$ cat config.mk
export PLATFORM = sky130hd
export DESIGN_NAME = qsn_top
export DESIGN_NICKNAME = d
export VERILOG_FILES = /design/src/core/qsn_pkg.sv /design/src/core/qsn_node.sv /design/src/core/qsn_top.sv
export VERILOG_INCLUDE_DIRS = /design/src /design/src/core
export SDC_FILE = /design/constraint.sdc
export NUM_CORES = 1
export LEC_CHECK = 0
export BUFFER_PORTS_ARGS = -buffer_cell sky130_fd_sc_hd__buf_2
export CORE_MARGIN = 5
export CORE_UTILIZATION = 55
export CTS_BUF_LIST = sky130_fd_sc_hd__clkbuf_4 sky130_fd_sc_hd__clkbuf_8
export DETAILED_ROUTE_END_ITERATION = 8
export GPL_ROUTABILITY_DRIVEN = 0
export PLACE_DENSITY = 0.7
export SLEW_MARGIN = 0
export SYNTH_ARGS = -nofsm -noshare
export SYNTH_HDL_FRONTEND = slang
export SYNTH_SLANG_ARGS = --single-unit
$ cat constraint.sdc
create_clock -name clk -period 6.3 [get_ports clk]
set_input_delay 0.945 -clock clk [delete_from_list [all_inputs] [get_ports clk]]
set_output_delay 0.945 -clock clk [all_outputs]
set_load 0.01 [all_outputs]
$ cat src/core/qsn_consts.svh
/*
 status node constants: bit positions, reset and preset values, error queue sizes and codes.
 assumes inclusion by bare name from core/ files.
*/
`ifndef QSN_CONSTS_SVH
`define QSN_CONSTS_SVH
`define QSN_W            16
`define QSN_BIT_COH      7
`define QSN_BIT_TEMP     9
`define QSN_BIT_PROT     10
`define QSN_USED_MASK    16'h0680
`define QSN_OPER_USED    16'h0300
`define QSN_BIT_OPER_EXC 8
`define QSN_BIT_OPER_INI 9
`define QSN_RST_ENABLE   16'h0000
`define QSN_RST_RISE     16'h0000
`define QSN_RST_FALL     16'h0000
`define QSN_PRE_ENABLE   16'h0000
`define QSN_PRE_RISE     16'hFFFF
`define QSN_PRE_FALL     16'h0000
`define QSN_ERR_DEPTH    8
`define QSN_ERR_PW       3
`define QSN_ERR_CNTW     4
`define QSN_ERR_NONE     16'sh0000
`define QSN_ERR_OVERFLOW 16'shFEBC
`endif

$ cat src/core/qsn_pkg.sv
/*
 types of the status node.
 assumes nothing else.
*/
package qsn_pkg;
   // register selector carried by a command
   typedef enum logic [3:0] {
      QSN_SEL_QCOND, QSN_SEL_QEVENT, QSN_SEL_QENABLE, QSN_SEL_QRISE, QSN_SEL_QFALL,
      QSN_SEL_OCOND, QSN_SEL_OEVENT, QSN_SEL_OENABLE, QSN_SEL_ORISE, QSN_SEL_OFALL,
      QSN_SEL_ERROR, QSN_SEL_PRESET
   } qsn_sel_t;
endpackage : qsn_pkg

$ cat src/core/qsn_node.sv
/*
 one status node: condition, transition filters, event latch, enable, summary.
 assumes condition inputs are synchronous to clk and reads/writes are pulses.
*/
`timescale 1ns/1ps
`include "qsn_consts.svh"
module qsn_node (
   // clock and reset
   input  wire logic              clk,
   input  wire logic              rst_n,
   // monitored states, already restricted to used bits
   input  wire logic [15:0]       cond_in,
   // register writes
   input  wire logic              wr_enable,
   input  wire logic              wr_rise,
   input  wire logic              wr_fall,
   input  wire logic [15:0]       wr_data,
   input  wire logic              preset,
   input  wire logic              rd_event,
   // state
   output logic      [15:0]       cond_r,
   output logic      [15:0]       event_r,
   output logic      [15:0]       enable_r,
   output logic      [15:0]       rise_r,
   output logic      [15:0]       fall_r,
   output logic                   summary_r
);
   logic [15:0] prev_r;    // condition one clock back
   logic [15:0] hit;       // filtered edges

   // condition follows states every clock, reading never touches it
   always_ff @(posedge clk or negedge rst_n) begin
      if (!rst_n) begin
         cond_r <= 16'h0000;
         prev_r <= 16'h0000;
      end else begin
         cond_r <= cond_in;
         prev_r <= cond_r;
      end
   end

   // edges per bit gated by the two filters
   genvar i;
   for (i = 0; i < `QSN_W; i++) begin : g_edge
      assign hit[i] = (rise_r[i] & cond_r[i] & ~prev_r[i])
                    | (fall_r[i] & ~cond_r[i] & prev_r[i]);
   end

   // event latch: set wins over the read clear
   always_ff @(posedge clk or negedge rst_n) begin
      if (!rst_n) event_r <= 16'h0000;
      else if (rd_event) event_r <= hit;
      else event_r <= event_r | hit;
   end

   // filters and enable, preset overrides a same-cycle write
   always_ff @(posedge clk or negedge rst_n) begin
      if (!rst_n) begin
         enable_r <= `QSN_RST_ENABLE;
         rise_r   <= `QSN_RST_RISE;
         fall_r   <= `QSN_RST_FALL;
      end else if (preset) begin
         enable_r <= `QSN_PRE_ENABLE;
         rise_r   <= `QSN_PRE_RISE;
         fall_r   <= `QSN_PRE_FALL;
      end else begin
         if (wr_enable) enable_r <= wr_data;
         if (wr_rise)   rise_r   <= wr_data;
         if (wr_fall)   fall_r   <= wr_data;
      end
   end

   // summary: or of enabled event bits
   always_ff @(posedge clk or negedge rst_n) begin
      if (!rst_n) summary_r <= 1'b0;
      else summary_r <= |(event_r & enable_r);
   end
endmodule : qsn_node

$ cat src/core/qsn_top.sv
/*
 questionable and operation status nodes with error queue, reached by decoded
 text-command strobes from the instrument bus parser.
 assumes commands are one-cycle strobes synchronous to clk.
*/
// How it works
// - bit 7: coherence on and power too low
// - bit 9: chamber temperature still stabilizing
// - bit 10: output off protecting diode
// - only questionable event bits 7, 9, 10 set
// - falling mask enables one-to-zero event set
// - rising mask enables zero-to-one event set
// - preset: enables 0, rise 1, fall 0
// - error read gives signed code, zero none
// - reading event register clears it
// - condition tracks states, read leaves unchanged
// - enabled event bits drive status bit 3
`timescale 1ns/1ps
`include "qsn_consts.svh"
module qsn_top (
   // clock and reset
   input  wire logic              clk,
   input  wire logic              rstn,
   // monitored states
   input  wire logic              coh_active,
   input  wire logic              power_below_limit,
   input  wire logic              temp_unstable,
   input  wire logic              output_protect_off,
   input  wire logic              power_excess,
   input  wire logic              initializing,
   // command strobe from the text parser
   input  wire logic              cmd_valid,
   input  wire logic              cmd_write,
   input  wire qsn_pkg::qsn_sel_t cmd_sel,
   input  wire logic [15:0]       cmd_data,
   // error producer
   input  wire logic              err_push,
   input  wire logic [15:0]       err_code,
   input  wire logic [7:0]        err_text,
   // answers
   output logic                   rsp_valid,
   output logic      [15:0]       rsp_data,
   output logic      [7:0]        rsp_text,
   // status byte summaries
   output logic                   stb_ques,
   output logic                   stb_oper
);
   logic       rst_s1_r, rst_n;   // reset release synchroniser
   logic [15:0] q_cond, q_event, q_enable, q_rise, q_fall;
   logic [15:0] o_cond, o_event, o_enable, o_rise, o_fall;
   logic        q_sum, o_sum;
   logic [15:0] q_in, o_in;
   logic        rd, wr;
   logic signed [15:0] err_code_mem [`QSN_ERR_DEPTH];  // error codes
   logic [7:0]  err_text_mem [`QSN_ERR_DEPTH];         // short text token
   logic [`QSN_ERR_PW-1:0]  wp_r, rp_r;
   logic [`QSN_ERR_CNTW-1:0] cnt_r;
   logic        err_pop, err_wr;

   // asynchronous assert, synchronous release
   always_ff @(posedge clk or negedge rstn) begin
      if (!rstn) begin
         rst_s1_r <= 1'b0;
         rst_n    <= 1'b0;
      end else begin
         rst_s1_r <= 1'b1;
         rst_n    <= rst_s1_r;
      end
   end

   assign rd = cmd_valid & ~cmd_write;
   assign wr = cmd_valid & cmd_write;

   // only the documented bits exist; others stay zero so events never set
   always_comb begin
      q_in = 16'h0000;
      q_in[`QSN_BIT_COH]  = coh_active & power_below_limit;
      q_in[`QSN_BIT_TEMP] = temp_unstable;
      q_in[`QSN_BIT_PROT] = output_protect_off;
      o_in = 16'h0000;
      o_in[`QSN_BIT_OPER_EXC] = power_excess;
      o_in[`QSN_BIT_OPER_INI] = initializing;
   end

   qsn_node u_ques (
      .clk       (clk),
      .rst_n     (rst_n),
      .cond_in   (q_in),
      .wr_enable (wr && cmd_sel == qsn_pkg::QSN_SEL_QENABLE),
      .wr_rise   (wr && cmd_sel == qsn_pkg::QSN_SEL_QRISE),
      .wr_fall   (wr && cmd_sel == qsn_pkg::QSN_SEL_QFALL),
      .wr_data   (cmd_data),
      .preset    (cmd_valid && cmd_sel == qsn_pkg::QSN_SEL_PRESET),
      .rd_event  (rd && cmd_sel == qsn_pkg::QSN_SEL_QEVENT),
      .cond_r    (q_cond),
      .event_r   (q_event),
      .enable_r  (q_enable),
      .rise_r    (q_rise),
      .fall_r    (q_fall),
      .summary_r (q_sum)
   );

   qsn_node u_oper (
      .clk       (clk),
      .rst_n     (rst_n),
      .cond_in   (o_in),
      .wr_enable (wr && cmd_sel == qsn_pkg::QSN_SEL_OENABLE),
      .wr_rise   (wr && cmd_sel == qsn_pkg::QSN_SEL_ORISE),
      .wr_fall   (wr && cmd_sel == qsn_pkg::QSN_SEL_OFALL),
      .wr_data   (cmd_data),
      .preset    (cmd_valid && cmd_sel == qsn_pkg::QSN_SEL_PRESET),
      .rd_event  (rd && cmd_sel == qsn_pkg::QSN_SEL_OEVENT),
      .cond_r    (o_cond),
      .event_r   (o_event),
      .enable_r  (o_enable),
      .rise_r    (o_rise),
      .fall_r    (o_fall),
      .summary_r (o_sum)
   );

   // summaries already registered in the nodes; one more stage keeps ports on flops
   always_ff @(posedge clk or negedge rst_n) begin
      if (!rst_n) begin
         stb_ques <= 1'b0;
         stb_oper <= 1'b0;
      end else begin
         stb_ques <= q_sum;
         stb_oper <= o_sum;
      end
   end

   // error queue: a full queue replaces the newest entry with an overflow code
   assign err_pop = rd && cmd_sel == qsn_pkg::QSN_SEL_ERROR && cnt_r != '0;
   assign err_wr  = err_push && err_code != `QSN_ERR_NONE;
   always_ff @(posedge clk or negedge rst_n) begin
      if (!rst_n) begin
         wp_r  <= '0;
         rp_r  <= '0;
         cnt_r <= '0;
      end else begin
         if (err_wr && (cnt_r != `QSN_ERR_CNTW'(`QSN_ERR_DEPTH) || err_pop))
            wp_r <= wp_r + 1'b1;
         if (err_pop) rp_r <= rp_r + 1'b1;
         if (err_wr && !err_pop && cnt_r != `QSN_ERR_CNTW'(`QSN_ERR_DEPTH))
            cnt_r <= cnt_r + 1'b1;
         else if (err_pop && !err_wr)
            cnt_r <= cnt_r - 1'b1;
      end
   end

   // queue storage; no reset needed as count guards reads
   always_ff @(posedge clk) begin
      if (err_wr) begin
         if (cnt_r == `QSN_ERR_CNTW'(`QSN_ERR_DEPTH) && !err_pop) begin
            err_code_mem[wp_r - 1'b1] <= `QSN_ERR_OVERFLOW;
            err_text_mem[wp_r - 1'b1] <= 8'h00;
         end else begin
            err_code_mem[wp_r] <= err_code;
            err_text_mem[wp_r] <= err_text;
         end
      end
   end

   // read answers, one cycle after the strobe
   always_ff @(posedge clk or negedge rst_n) begin
      if (!rst_n) begin
         rsp_valid <= 1'b0;
         rsp_data  <= 16'h0000;
         rsp_text  <= 8'h00;
      end else begin
         rsp_valid <= rd;
         rsp_text  <= 8'h00;
         unique case (cmd_sel)
            qsn_pkg::QSN_SEL_QCOND:   rsp_data <= q_cond;
            qsn_pkg::QSN_SEL_QEVENT:  rsp_data <= q_event;
            qsn_pkg::QSN_SEL_QENABLE: rsp_data <= q_enable;
            qsn_pkg::QSN_SEL_QRISE:   rsp_data <= q_rise;
            qsn_pkg::QSN_SEL_QFALL:   rsp_data <= q_fall;
            qsn_pkg::QSN_SEL_OCOND:   rsp_data <= o_cond;
            qsn_pkg::QSN_SEL_OEVENT:  rsp_data <= o_event;
            qsn_pkg::QSN_SEL_OENABLE: rsp_data <= o_enable;
            qsn_pkg::QSN_SEL_ORISE:   rsp_data <= o_rise;
            qsn_pkg::QSN_SEL_OFALL:   rsp_data <= o_fall;
            qsn_pkg::QSN_SEL_ERROR: begin
               // empty queue answers code zero, meaning no error
               rsp_data <= (cnt_r != '0) ? err_code_mem[rp_r] : `QSN_ERR_NONE;
               rsp_text <= (cnt_r != '0) ? err_text_mem[rp_r] : 8'h00;
            end
            qsn_pkg::QSN_SEL_PRESET:  rsp_data <= 16'h0000;
            default:                  rsp_data <= 16'h0000;
         endcase
      end
   end
endmodule : qsn_top

## Yosys cells after proc, flatten, opt, wreduce, memory -nomap -nowiden

Memory sizes are Yosys's and may differ from the RTL's.
Cells that the tools add are included.

- Input port bits: 55
- RAM bits: 192
- Memories kept: 2
- Output and inout bits: 27
- Logic and storage cells: 153
- Register bits: 179

- Reductions and logical operators: 34
- Multiplexer cells: 32
- $add $sub $neg: 5
- Bitwise gates (word level): 43
- Eq/ne operators: 13

Memories:

| memory | depth | bits a word | read ports | clocked after memory_dff | write ports | RTL line | source |
|---|---|---|---|---|---|---|---|
| err_code_mem | 8 | 16 | 1 | 0 | 1 | qsn_top.sv:54 | `` logic signed [15:0] err_code_mem [`QSN_ERR_DEPTH]; `` |
| err_text_mem | 8 | 8 | 1 | 0 | 1 | qsn_top.sv:55 | `` logic [7:0] err_text_mem [`QSN_ERR_DEPTH]; `` |

Operators by type and width:

| cell | count |
|---|---|
| two-way mux 16 bit | 16 |
| case mux 16 bit (11 select lines) | 1 |
| OR reduction 16 bit | 3 |
| bitwise AND 16 bit | 2 |
| two-way mux 8 bit | 3 |
| bitwise AND 1 bit | 23 |
| == test 4 bit, second input constant | 5 |
| logical AND 1 bit | 17 |
| == test 4 x 3 -> 1 bit, second input constant | 4 |
| bitwise OR 16 x 10 -> 16 bit | 1 |
| bitwise OR 16 x 11 -> 16 bit | 1 |
| nonzero test 16 bit | 1 |
| nonzero test 2 bit | 7 |
| inverter 1 bit | 11 |
| == test 4 x 2 -> 1 bit, second input constant | 2 |
| two-way mux 1 bit | 8 |
| two-way mux 4 bit | 2 |
| OR reduction 8 bit | 1 |
| adder 3 x 1 -> 3 bit, second input constant | 2 |
| two-way mux 3 bit | 2 |
| bitwise OR 1 bit | 5 |
| adder 4 x 1 -> 4 bit, second input constant | 1 |
| == test 4 x 1 -> 1 bit, second input constant | 1 |
| logical NOT 4 bit | 1 |
| 6 further kinds | 7 |

## Depth between registers and ports, before layout

Gate-level depths: netlist of run 1.

- Depth in word-level cells: 11
- Gate-level depth with buffers: 11
- Depth with buffers taken out: 9

## Modules after synthesis

From an unflattened synthesis of run 1, not the netlist that was laid out.

- Cell total of the unflattened synthesis: 1,210
- Area, all modules: 17,748.3 µm²

Modules (own cells, without submodules):

| module | times used | seq. area each (µm²) | cells each | area each (µm²) |
|---|---|---|---|---|
| qsn_top | 1 | 6,741.5 | 648 | 10,418.7 |
| qsn_node | 2 | 2,427.3 | 281 | 3,664.8 |

## Worst setup path before layout of run 1

No wires, ideal clock.

- Path kind: input port to flip-flop
- From: input cmd_sel[3]
- To: memory err_code_mem[4][0], enable pin
- Stages on the path: 7
- Data arrival time: 3.201 ns
- Setup time: 0.405 ns
- Setup slack: 2.694 ns
- Required time: 5.895 ns
- Path through: buf_2 nand2b_1 clkbuf_1 o311ai_0 and3_1 mux2i_1 nor2_1

- Word-level cells in the longest chain between the ends: 10
- Elaborated cells between the ends (all ways): 14
- Classes of those cells: eq/ne: 1; mux: 8; reduce/logical: 5

Ends and longest elaborated chain:

| what | RTL line | source |
|---|---|---|
| start, declared | qsn_top.sv:34 | `input wire qsn_pkg::qsn_sel_t cmd_sel,` |
| == test 4 bit * | qsn_top.sv:133 | `assign err_pop = rd && cmd_sel == qsn_pkg::QSN_SEL_ERROR && cnt_r != '0;` |
| logical AND 1 bit * (2 in a row) | qsn_top.sv:133 |  |
| logical NOT 1 bit * | qsn_top.sv:154 | `` if (cnt_r == `QSN_ERR_CNTW'(`QSN_ERR_DEPTH) && !err_pop) begin `` |
| logical AND 1 bit * | qsn_top.sv:154 |  |
| two-way mux 1 bit | qsn_top.sv:154 |  |
| two-way mux 1 bit | qsn_top.sv:153 | `if (err_wr) begin` |
| two-way mux 1 bit (implied by the code) | qsn_top.sv:158 | `err_code_mem[wp_r] <= err_code;` |
| OR reduction 16 bit (no source line) | - |  |
| two-way mux 3 bit (no source line) / two-way mux 1 bit (equally long branches) | - |  |
| end, declared | qsn_top.sv:54 |  |

Mark *: on every way between the ends. The rest lies on a longest branch, timed or not.

## Worst setup path after layout of run 1

- From: input cmd_sel[2]
- To: memory err_code_mem[1][8], data pin

- Word-level cells in the longest chain between the ends: 10

Ends and longest elaborated chain:

| what | RTL line |
|---|---|
| == test 4 bit | qsn_top.sv:133 |
| logical AND 1 bit (2 in a row) | qsn_top.sv:133 |
| logical NOT 1 bit | qsn_top.sv:154 |
| logical AND 1 bit | qsn_top.sv:154 |
| two-way mux 1 bit | qsn_top.sv:154 |
| two-way mux 1 bit | qsn_top.sv:153 |
| two-way mux 1 bit (implied by the code) | qsn_top.sv:158 |
| OR reduction 16 bit (no source line) | - |
| two-way mux 16 bit (no source line) | - |

Every way passes these cells.

==> run_results.csv, run 1 <==
group,metric,value,unit
run_status,status,"complete, no violations",
die,fp.dieW,169.0,um
finish,final_cell_mix,"192 x edfxtp_1, 149 x dfrtp_1, 142 x nand2_1, 81 x buf_2, 69 x a21oi_1",
power,powerDensity,388.8,nW/um2
power,p_int,4495,uW
sta,drv_slew,0,
yosys,synth_async_sr_flop_share,0.4419,
route,wl_met1,13370,um
cts,cts_hold_buffers,0,
route,ant_nets,0,
worst_setup_path,critPathMaxFanout,19,
sta,rsz0062_at_grt,"no",
global_route,grt_max_degree,68,
die,initial_core_util,0.5553,
power,p_leak,0.005963,uW
cts,clk_path_buf_depth,3,
yosys,synth_top_cell_by_area,"edfxtp_1",
finish,area_growth,14.22,%
sta,whs,138.1,ps
sta,fmax,0.3198,GHz
cts,cts-root-buf,"clkbuf_8",
yosys,yosys.area.top_type_share,0.4147,
sta,finalHoldViolCount,0,
cts,h-tree-depth,2,
cts,cts.repair.resized,0,
global_route,grt_pass1_wl,50290,um
route,viasPerCell,5.967,
yosys,synth_top_cells_by_area,"edfxtp_1 41%, dfrtp_1 27%, mux4_2 7.8%",
worst_setup_path,critPathKind,"in -> reg",
die,die_area,28560,um2
cts,clk_latency,580,ps
route,drtIter0Drc,649,
worst_setup_path,crit_arrival,3480,ps
hold_path,min_path_type,"in -> async",
sta,finalSetupTns,0,ps
route,wl_met3,2410,um
die,die_y,169.0,um
place,hpwl,19420,um
worst_setup_path,cpLargestDelayFamily,"simple AND/OR/NAND/NOR gates",
cts,cts_sinks,344,
finish,utilization,0.6342,
yosys,synth_top_flop_cell,"edfxtp_1",
global_route,overflow,0,
finish,layout_commonest_cell,"edfxtp_1",
power,swShare,0.2719,
global_route,gr-usage-all-layers,0.2270,
power,seq_power_share,0.489,
die,core-area,25040,um2
finish,layout.cells.non_filler,1423,
worst_setup_path,path_cells,"buf_2, nand2b_1, o311a_1, nor2_1, and2_1",
worst_setup_path,startpoint_type,"primary input",
die,rows,58,
worst_setup_path,critPathSlowestCell,"nor2_1",
global_route,grt_pass1_vias,8845,
power,p_comb_frac,0.186,
yosys,syn_area_per_cell,14.70,um2
sta,skew,16.73,ps
power,p_clk_frac,0.325,
worst_setup_path,cp.required,6650,ps
route,avgRoutedWirePerCell,22.29,um
route,drc,0,
route,drt-pass1-iter-count,5,
yosys,yosysUniqueCellTypes,52,
yosys,synth-warning-count,0,
cts,numCtsBuffers,55,
route,highest_layer,"met4",
finish,n_antenna_cell,0,
sta,fin_crit,3127,ps
route,wl,31720,um
cts,cts_setup_buffers,0,
sta,finalSetupViolations,0,
finish,fin_nets,1109,
run,cap_violations,0,
sta,worstMarginPinSlew,1183,ps
global_route,antenna_found_initial,0,
power,irDropWorstVdd,0.1811,mV
power,switchingPower,1679,uW
yosys,ys_ff_latch,344,
finish,drive_above_1_share,0.2461,
yosys,netlist_area,13900,um2
place,io_buffers,81,
sta,finalCritPeriodShare,0.4963,
worst_setup_path,cp-end-kind,"flip-flop",
yosys,synthCells,946,
worst_setup_path,max_stage_delay,970,ps
route,vias,8491,
cts,cts_tree,"yes",
worst_setup_path,crit_buf_inv,1,
finish,n_fill_cell,1907,
yosys,synth_seq_area_share,0.6883,
route,routed-wl-met2,15370,um
yosys,synth_edf_count,192,
die,io_pins,82,
sta,max_slew_margin,0.2083,
yosys,syn_nets,1007,
place,dp.cells,1321,
cts,clkTransAtPathRegs,60,ps
per-layer routing:
metal / track usage / vias up
li1: - / 3812
met4: 0.05705 / 0
met5: 0 / -
met3: 0.04414 / 55
met2: 0.3671 / 364
met1: 0.3236 / 4260
cells in the mapped netlist (6+ instances only):
cell type  count
edfxtp_1     192
dfrtp_1      152
nand2_1      142
a21oi_1       69
mux4_2        48
clkbuf_1      44
mux2i_1       32
o22a_1        32
nor2_1        23
a22oi_1       17
a221oi_1      15
a22o_1        14
nand3_1       14
o211ai_1      14
or3_1         14
and2_1        13
buf_2         12
inv_1         11
nor3_1         9
and3_1         8
o221ai_1       6
sequential cells by signal, summed over array words and instances (netlist names), 3 cells and up:
signal,count
err_code_mem,128
err_text_mem,64
rsp_data,16
u_oper.enable_r,16
u_oper.fall_r,16
u_oper.rise_r,16
u_ques.enable_r,16
u_ques.fall_r,16
u_ques.rise_r,16
rsp_text,8
cnt_r,4
rp_r,3
u_ques.cond_r,3
u_ques.event_r,3
u_ques.prev_r,3
wp_r,3
per-stage QoR:
stage	total power (uW)	instance area, um2	worst slack (ps)
after global placement	4197	14700	2651
after CTS	6234	15880	3177
after detailed placement	4231	14700	2574
after floorplan	3848	13900	1751
after global routing	6481	15880	3038
final	6173	15880	3173
path summary, 6_finish.rpt:
check / startpoint / endpoint / slack [ps] / cells after the start
max in group asynchronous: rst_n / u_ques.enable_r[3] / 4670 / 1
hold / removal: rstn / rst_s1_r / 140 / 1
setup / recovery: cmd_sel[2] / err_code_mem[1][8] / 3170 / 5
setup reg to reg: cnt_r[0] / err_code_mem[2][0] / 3290 / 6
min in group clk: u_ques.summary_r / stb_ques / 350 / 0
hold reg to reg: u_ques.summary_r / stb_ques / 350 / 0
layout make-up:
type,instances,area [um2],share of cell area
Clock buffer,87,1035,0.06516
Clock inverter,15,147.6,0.009298
Inverter,12,45.04,0.002837
Multi-Input combinational cell,532,4090,0.2576
Sequential cell,344,9578,0.6032
Tap cell,330,412.9,0.02600
Timing Repair Buffer,103,570.5,0.03593
power groups by stage:
| stage | Sequential (uW) | Combinational [uW] | Clock [uW] |
|---|---|---|---|
| after global placement | 3060 | 1140 | 0 |
| after global routing | 3070 | 1260 | 2150 |
| after floorplan | 2950 | 896 | 0 |
| after CTS | 3030 | 1160 | 2040 |
| final | 3020 | 1150 | 2010 |
| after detailed placement | 3070 | 1160 | 0 |
cell families after synthesis:
kind of cell	synth area share
fa+ha+maj	0.005940
mux	0.1032
compound gates	0.09549
xor+xnor	0.005040
other cells	0.0002697
buf+inv	0.01998
flops	0.6883
simple gates	0.08172
Power figures use the tool's default switching activity.
==> inputs of run 2 (changes only) <==
==> constraint.sdc (replaced) <==
create_clock -name clk -period 3 [get_ports clk]
set_input_delay 0.45 -clock clk [delete_from_list [all_inputs] [get_ports clk]]
set_output_delay 0.45 -clock clk [all_outputs]
set_load 0.01 [all_outputs]
==> run_results.csv, run 2 (synthesis gave the netlist of run 1 again) <==
group,metric,value,unit
finish,n_fill_cell,1859,
finish,largest_register_ffs,128,
sta,rsz0062_at_grt,"no",
worst_setup_path,reg2reg_depth,8,
worst_setup_path,crit_arrival,3260,ps
cts,cts_hold_buffers,5,
die,die_y,169.0,um
finish,drive_above_1_share,0.2702,
route,drtIter0Drc,797,
worst_setup_path,cp.required,3470,ps
power,p_clk_frac,0.322,
cts,clkTransAtPathRegs,60,ps
cts,cts_sinks,344,
hold_path,whs_path_depth,2,
finish,layout_commonest_cell,"edfxtp_1",
worst_setup_path,critPathKind,"reg -> reg",
sta,whs,82.25,ps
global_route,grt_max_degree,54,
global_route,grt_pass1_wl,51730,um
place,hpwl,21330,um
finish,area_growth,17.32,%
cts,cts.repair.resized,0,
finish,reg.largest.list,"err_code_mem (128), err_text_mem (64)",
hold_path,min_path_type,"in -> reg",
power,p_comb_frac,0.199,
die,die_area,28560,um2
run_status,status,"complete, no violations",
power,seq_power_share,0.479,
place,io_buffers,81,
power,irDropWorstVdd,0.4529,mV
power,powerDensity,803.3,nW/um2
cts,h-tree-depth,2,
route,wl,32780,um
sta,finalCritPeriodShare,0.9297,
finish,final_cell_mix,"192 x edfxtp_1, 149 x dfrtp_1, 142 x nand2_1, 81 x buf_2, 69 x a21oi_1",
sta,finalSetupViolations,0,
power,switchingPower,3574,uW
global_route,antenna_found_initial,0,
route,drc,0,
die,initial_core_util,0.5553,
power,p_int,9529,uW
sta,fin_crit,2789,ps
die,fp.dieW,169.0,um
power,p_leak,0.006201,uW
finish,fin_nets,1151,
run,cap_violations,0,
cts,cts-root-buf,"clkbuf_8",
global_route,overflow,0,
sta,finalHoldViolCount,0,
cts,cts_tree,"yes",
cts,numCtsBuffers,54,
sta,fmax,0.3585,GHz
route,viasPerCell,5.964,
finish,n_antenna_cell,0,
cts,cts_setup_buffers,0,
worst_setup_path,critPathMaxFanout,5,
worst_setup_path,cp-end-kind,"flip-flop",
route,drt-pass1-iter-count,5,
worst_setup_path,startpoint_type,"flip-flop",
sta,worstMarginPinSlew,980.6,ps
sta,drv_slew,0,
route,vias,8743,
sta,skew,17.29,ps
cts,clk_path_buf_depth,3,
cts,clk_latency,580,ps
global_route,gr-usage-all-layers,0.2344,
sta,max_slew_margin,0.3438,
die,rows,58,
sta,finalSetupTns,0,ps
route,ant_nets,0,
die,io_pins,82,
power,swShare,0.2728,
finish,regMostFlops,"err_code_mem",
die,core-area,25040,um2
global_route,grt_pass1_vias,9070,
route,avgRoutedWirePerCell,22.36,um
## run 2: cell types whose count changed in the layout (fill, tap and decap cells not counted), moves of 5 or more
cell	previous run	this run
buf_4	22	53
dlygate4sd3_1	0	5
clkbuf_4	26	21
buf_12	0	7
clkbuf_8	61	66
## run 2: power by group through the flow
| stage | clock network (uW) | logic, uW | registers, uW |
|---|---|---|---|
| 2_1_floorplan | 0 | 1890 | 6200 |
| 3_3_place_gp | 0 | 2600 | 6340 |
| 3_5_place_dp | 0 | 2640 | 6370 |
| 4_1_cts | 4290 | 2650 | 6280 |
| 5_1_grt | 4510 | 2850 | 6360 |
| 6_report | 4220 | 2610 | 6270 |
## run 2: critical path: stages, from the launching register on
cell and delay (ps):
dfrtp_1 450, nor3_1 610, nor4_1 180, a211o_2 350, ha_1 280, a21o_1 100, a21oi_1 70, or4_1 390
a31o_2 250
## run 2: layout make-up
| type | count | area [um2] | area share |
|---|---|---|---|
| clock buffers | 87 | 1066 | 0.06536 |
| clock inverters | 15 | 125.1 | 0.007671 |
| repair buffers | 146 | 993.5 | 0.06091 |
| multi-input cells | 532 | 4090 | 0.2508 |
| flip-flops and latches | 344 | 9578 | 0.5872 |
| well taps | 330 | 412.9 | 0.02531 |
| inverters | 12 | 45.04 | 0.002762 |
## run 2: stage by stage
step           area, um2  total power (uW)  cells  utilization  setup WS [ps]
2_1_floorplan      13910              8084    946            -          38.26
3_3_place_gp       15070              8937   1359       0.6019          147.0
3_5_place_dp       15070              9009   1359       0.6019          127.4
4_1_cts            16310             13220   1466       0.6515          252.5
5_1_grt            16310             13730   1466       0.6515          108.4
6_report           16310             13100   1466       0.6515          210.8
## run 2: final timing paths
kind,start,to,slack [ps]
min in group asynchronous,rstn,rst_n,180
worst min register to register,u_oper.summary_r,stb_oper,350
max in group asynchronous,rst_n,u_ques.rise_r[1],1820
worst min-delay path,power_below_limit,u_ques.cond_r[7],80
worst max register to register,cnt_r[0],cnt_r[3],210
worst max-delay path,cnt_r[0],cnt_r[3],210
## run 2: layer usage
layer | track usage | vias to the layer above | share of wire
met5 | 0 | - | 0
met4 | 0.07175 | 0 | 0.026
met3 | 0.04437 | 65 | 0.075
met2 | 0.3785 | 395 | 0.48
met1 | 0.3295 | 4391 | 0.42
li1 | - | 3892 | -
==> inputs of run 3 (changes only) <==
--- a/config.mk
+++ b/config.mk
@@ -12,7 +12,7 @@
 export CTS_BUF_LIST = sky130_fd_sc_hd__clkbuf_4 sky130_fd_sc_hd__clkbuf_8
 export DETAILED_ROUTE_END_ITERATION = 8
 export GPL_ROUTABILITY_DRIVEN = 0
-export PLACE_DENSITY = 0.7
+export PLACE_DENSITY = 0.8
 export SLEW_MARGIN = 0
 export SYNTH_ARGS = -nofsm -noshare
 export SYNTH_HDL_FRONTEND = slang
==> run_results.csv, run 3 (synthesis gave the netlist of run 1 again) <==
group,metric,value,unit
run_status,status,"complete, no violations",
worst_setup_path,cp.required,3460,ps
die,die_y,169.0,um
place,hpwl,21420,um
sta,finalSetupViolations,0,
global_route,overflow,0,
finish,utilization,0.6510,
sta,max_slew_margin,0.2100,
route,wl,32520,um
cts,cts_tree,"yes",
global_route,grt_max_degree,59,
finish,regArea,9578,um2
finish,fin_nets,1153,
worst_setup_path,reg2reg_depth,8,
route,viasPerCell,6.023,
power,irDropWorstVdd,0.4917,mV
global_route,gr-usage-all-layers,0.2331,
route,highest_layer,"met4",
sta,worstMarginPinSlew,1181,ps
route,ant_nets,0,
route,drtIter0Drc,819,
worst_setup_path,crit_buf_inv,0,
sta,fmax,0.3616,GHz
die,core-area,25040,um2
hold_path,min_path_type,"in -> reg",
global_route,grt_pass1_wl,51490,um
die,initial_core_util,0.5553,
finish,final_cell_mix,"192 x edfxtp_1, 149 x dfrtp_1, 142 x nand2_1, 81 x buf_2, 69 x a21oi_1",
sta,fin_crit,2765,ps
sta,skew,16.56,ps
power,powerDensity,796.9,nW/um2
finish,largest_register_ffs,128,
sta,drv_slew,0,
finish,regMostFlops,"err_code_mem",
route,vias,8836,
global_route,grt_pass1_vias,9236,
finish,drive_above_1_share,0.2753,
finish,n_fill_cell,1759,
route,wl_met1,12800,um
worst_setup_path,rr_endpoint,"cnt_r[3]",
worst_setup_path,rrSetupSlack,230,ps
finish,layout_commonest_cell,"edfxtp_1",
die,io_pins,82,
die,die_area,28560,um2
cts,clk_path_buf_depth,3,
route,drc,0,
die,rows,58,
worst_setup_path,path_cells,"nor3_2, nor4_2, a211o_2, ha_1, a21o_1, a21oi_1, or4_1, a31o_2",
route,wl_met3,2755,um
worst_setup_path,max_stage_delay,530,ps
worst_setup_path,critPathSlowestCell,"nor3_2",
finish,reg.largest.list,"err_code_mem (128), err_text_mem (64)",
worst_setup_path,cpLargestDelayFamily,"simple AND/OR/NAND/NOR gates",
worst_setup_path,cp-end-kind,"flip-flop",
place,dp_slack,-41.18,ps
sta,worst_slack,234.6,ps
worst_setup_path,rr_startpoint,"cnt_r[0]",
run,cap_violations,0,
global_route,antenna_found_initial,0,
cts,clkTransAtPathRegs,60,ps
worst_setup_path,startpoint_type,"flip-flop",
finish,layout.cells.non_filler,1467,
sta,finalSetupTns,0,ps
cts,clk_latency,580,ps
cts,cts-root-buf,"clkbuf_8",
hold_path,whs_path_depth,2,
hold_path,min_to,"u_ques.cond_r[7]",
cts,cts_setup_buffers,0,
worst_setup_path,critPathMaxFanout,5,
power,p_leak,0.006192,uW
sta,rsz0062_at_grt,"no",
die,fp.dieW,169.0,um
finish,multi_input_area,4096,um2
place,dp.cells,1362,
cts,cts_sinks,344,
sta,finalHoldViolCount,0,
worst_setup_path,crit_arrival,3230,ps
sta,finalCritPeriodShare,0.9218,
route,routed-wl-met2,16110,um
finish,n_antenna_cell,0,
finish,area_growth,17.23,%
worst_setup_path,critPathKind,"reg -> reg",
cts,h-tree-depth,2,
power,total_power,12990,uW
route,drt-pass1-iter-count,6,
hold_path,hp-start,"power_below_limit",
route,avgRoutedWirePerCell,22.16,um
cts,numCtsBuffers,53,
place,io_buffers,81,
[run 3: changes by cell type in the layout (fill, tap and decap cells not counted), sizes merged]
cell      previous run  this run
clkbuf              87        89
clkinvlp             1         2
buf                141       144
clkinv              11         8
bufinv               2         0
[run 3: per-stage QoR]
stage	hold WS, ps	instance area [um2]
final	84.79	16300
after global routing	59.86	16300
after CTS	53.43	16290
after detailed placement	239.4	15100
after global placement	237.1	15100
after floorplan	154.4	13910
[run 3: what timing repair did]
action	CTS	global route
setup endpoints to repair	1	1
gates resized for setup	1	1
endpoints found under the hold margin	6	0
hold buffers	5	0
[run 3: routing by layer]
metal | vias to the layer above | GRT usage
li1 | 3902 | -
met1 | 4415 | 0.3118
met2 | 445 | 0.3849
met3 | 74 | 0.05441
met4 | 0 | 0.07385
met5 | - | 0
[run 3: report_power, final]
group,total (uW),internal [uW],switching (uW),leakage [uW]
sequential,6320,5850,469,0.00362
clock,4010,2260,1750,0.000608
combinational,2660,1280,1380,0.00196
total,13000,9390,3600,0.00619
[run 3: final cells by class]
class | count | area share
clock buffers | 89 | 0.06595
well taps | 330 | 0.02533
repair buffers | 149 | 0.06310
inverters | 12 | 0.002764
clock inverters | 11 | 0.003838
flip-flops and latches | 344 | 0.5877
multi-input cells | 532 | 0.2513
[run 3: how the worst max path moves through the flow]
stage | from | end | slack, ps | cells after the start
global route | cnt_r[0] | cnt_r[3] | 80 | 8
detailed placement | cnt_r[0] | cnt_r[3] | -40 | 8
finish | cnt_r[0] | cnt_r[3] | 230 | 8
CTS | cnt_r[0] | cnt_r[3] | 250 | 8
floorplan | cmd_sel[3] | err_code_mem[0][0] | 40 | 7
global placement | cnt_r[0] | cnt_r[3] | 7 | 8
[run 3: worst register-to-register path, cell delays in order (launching register included)]
cell	delay (ps)
dfrtp_1	450
nor3_2	530
nor4_2	190
a211o_2	350
ha_1	290
a21o_1	110
a21oi_1	90
or4_1	400
a31o_2	250
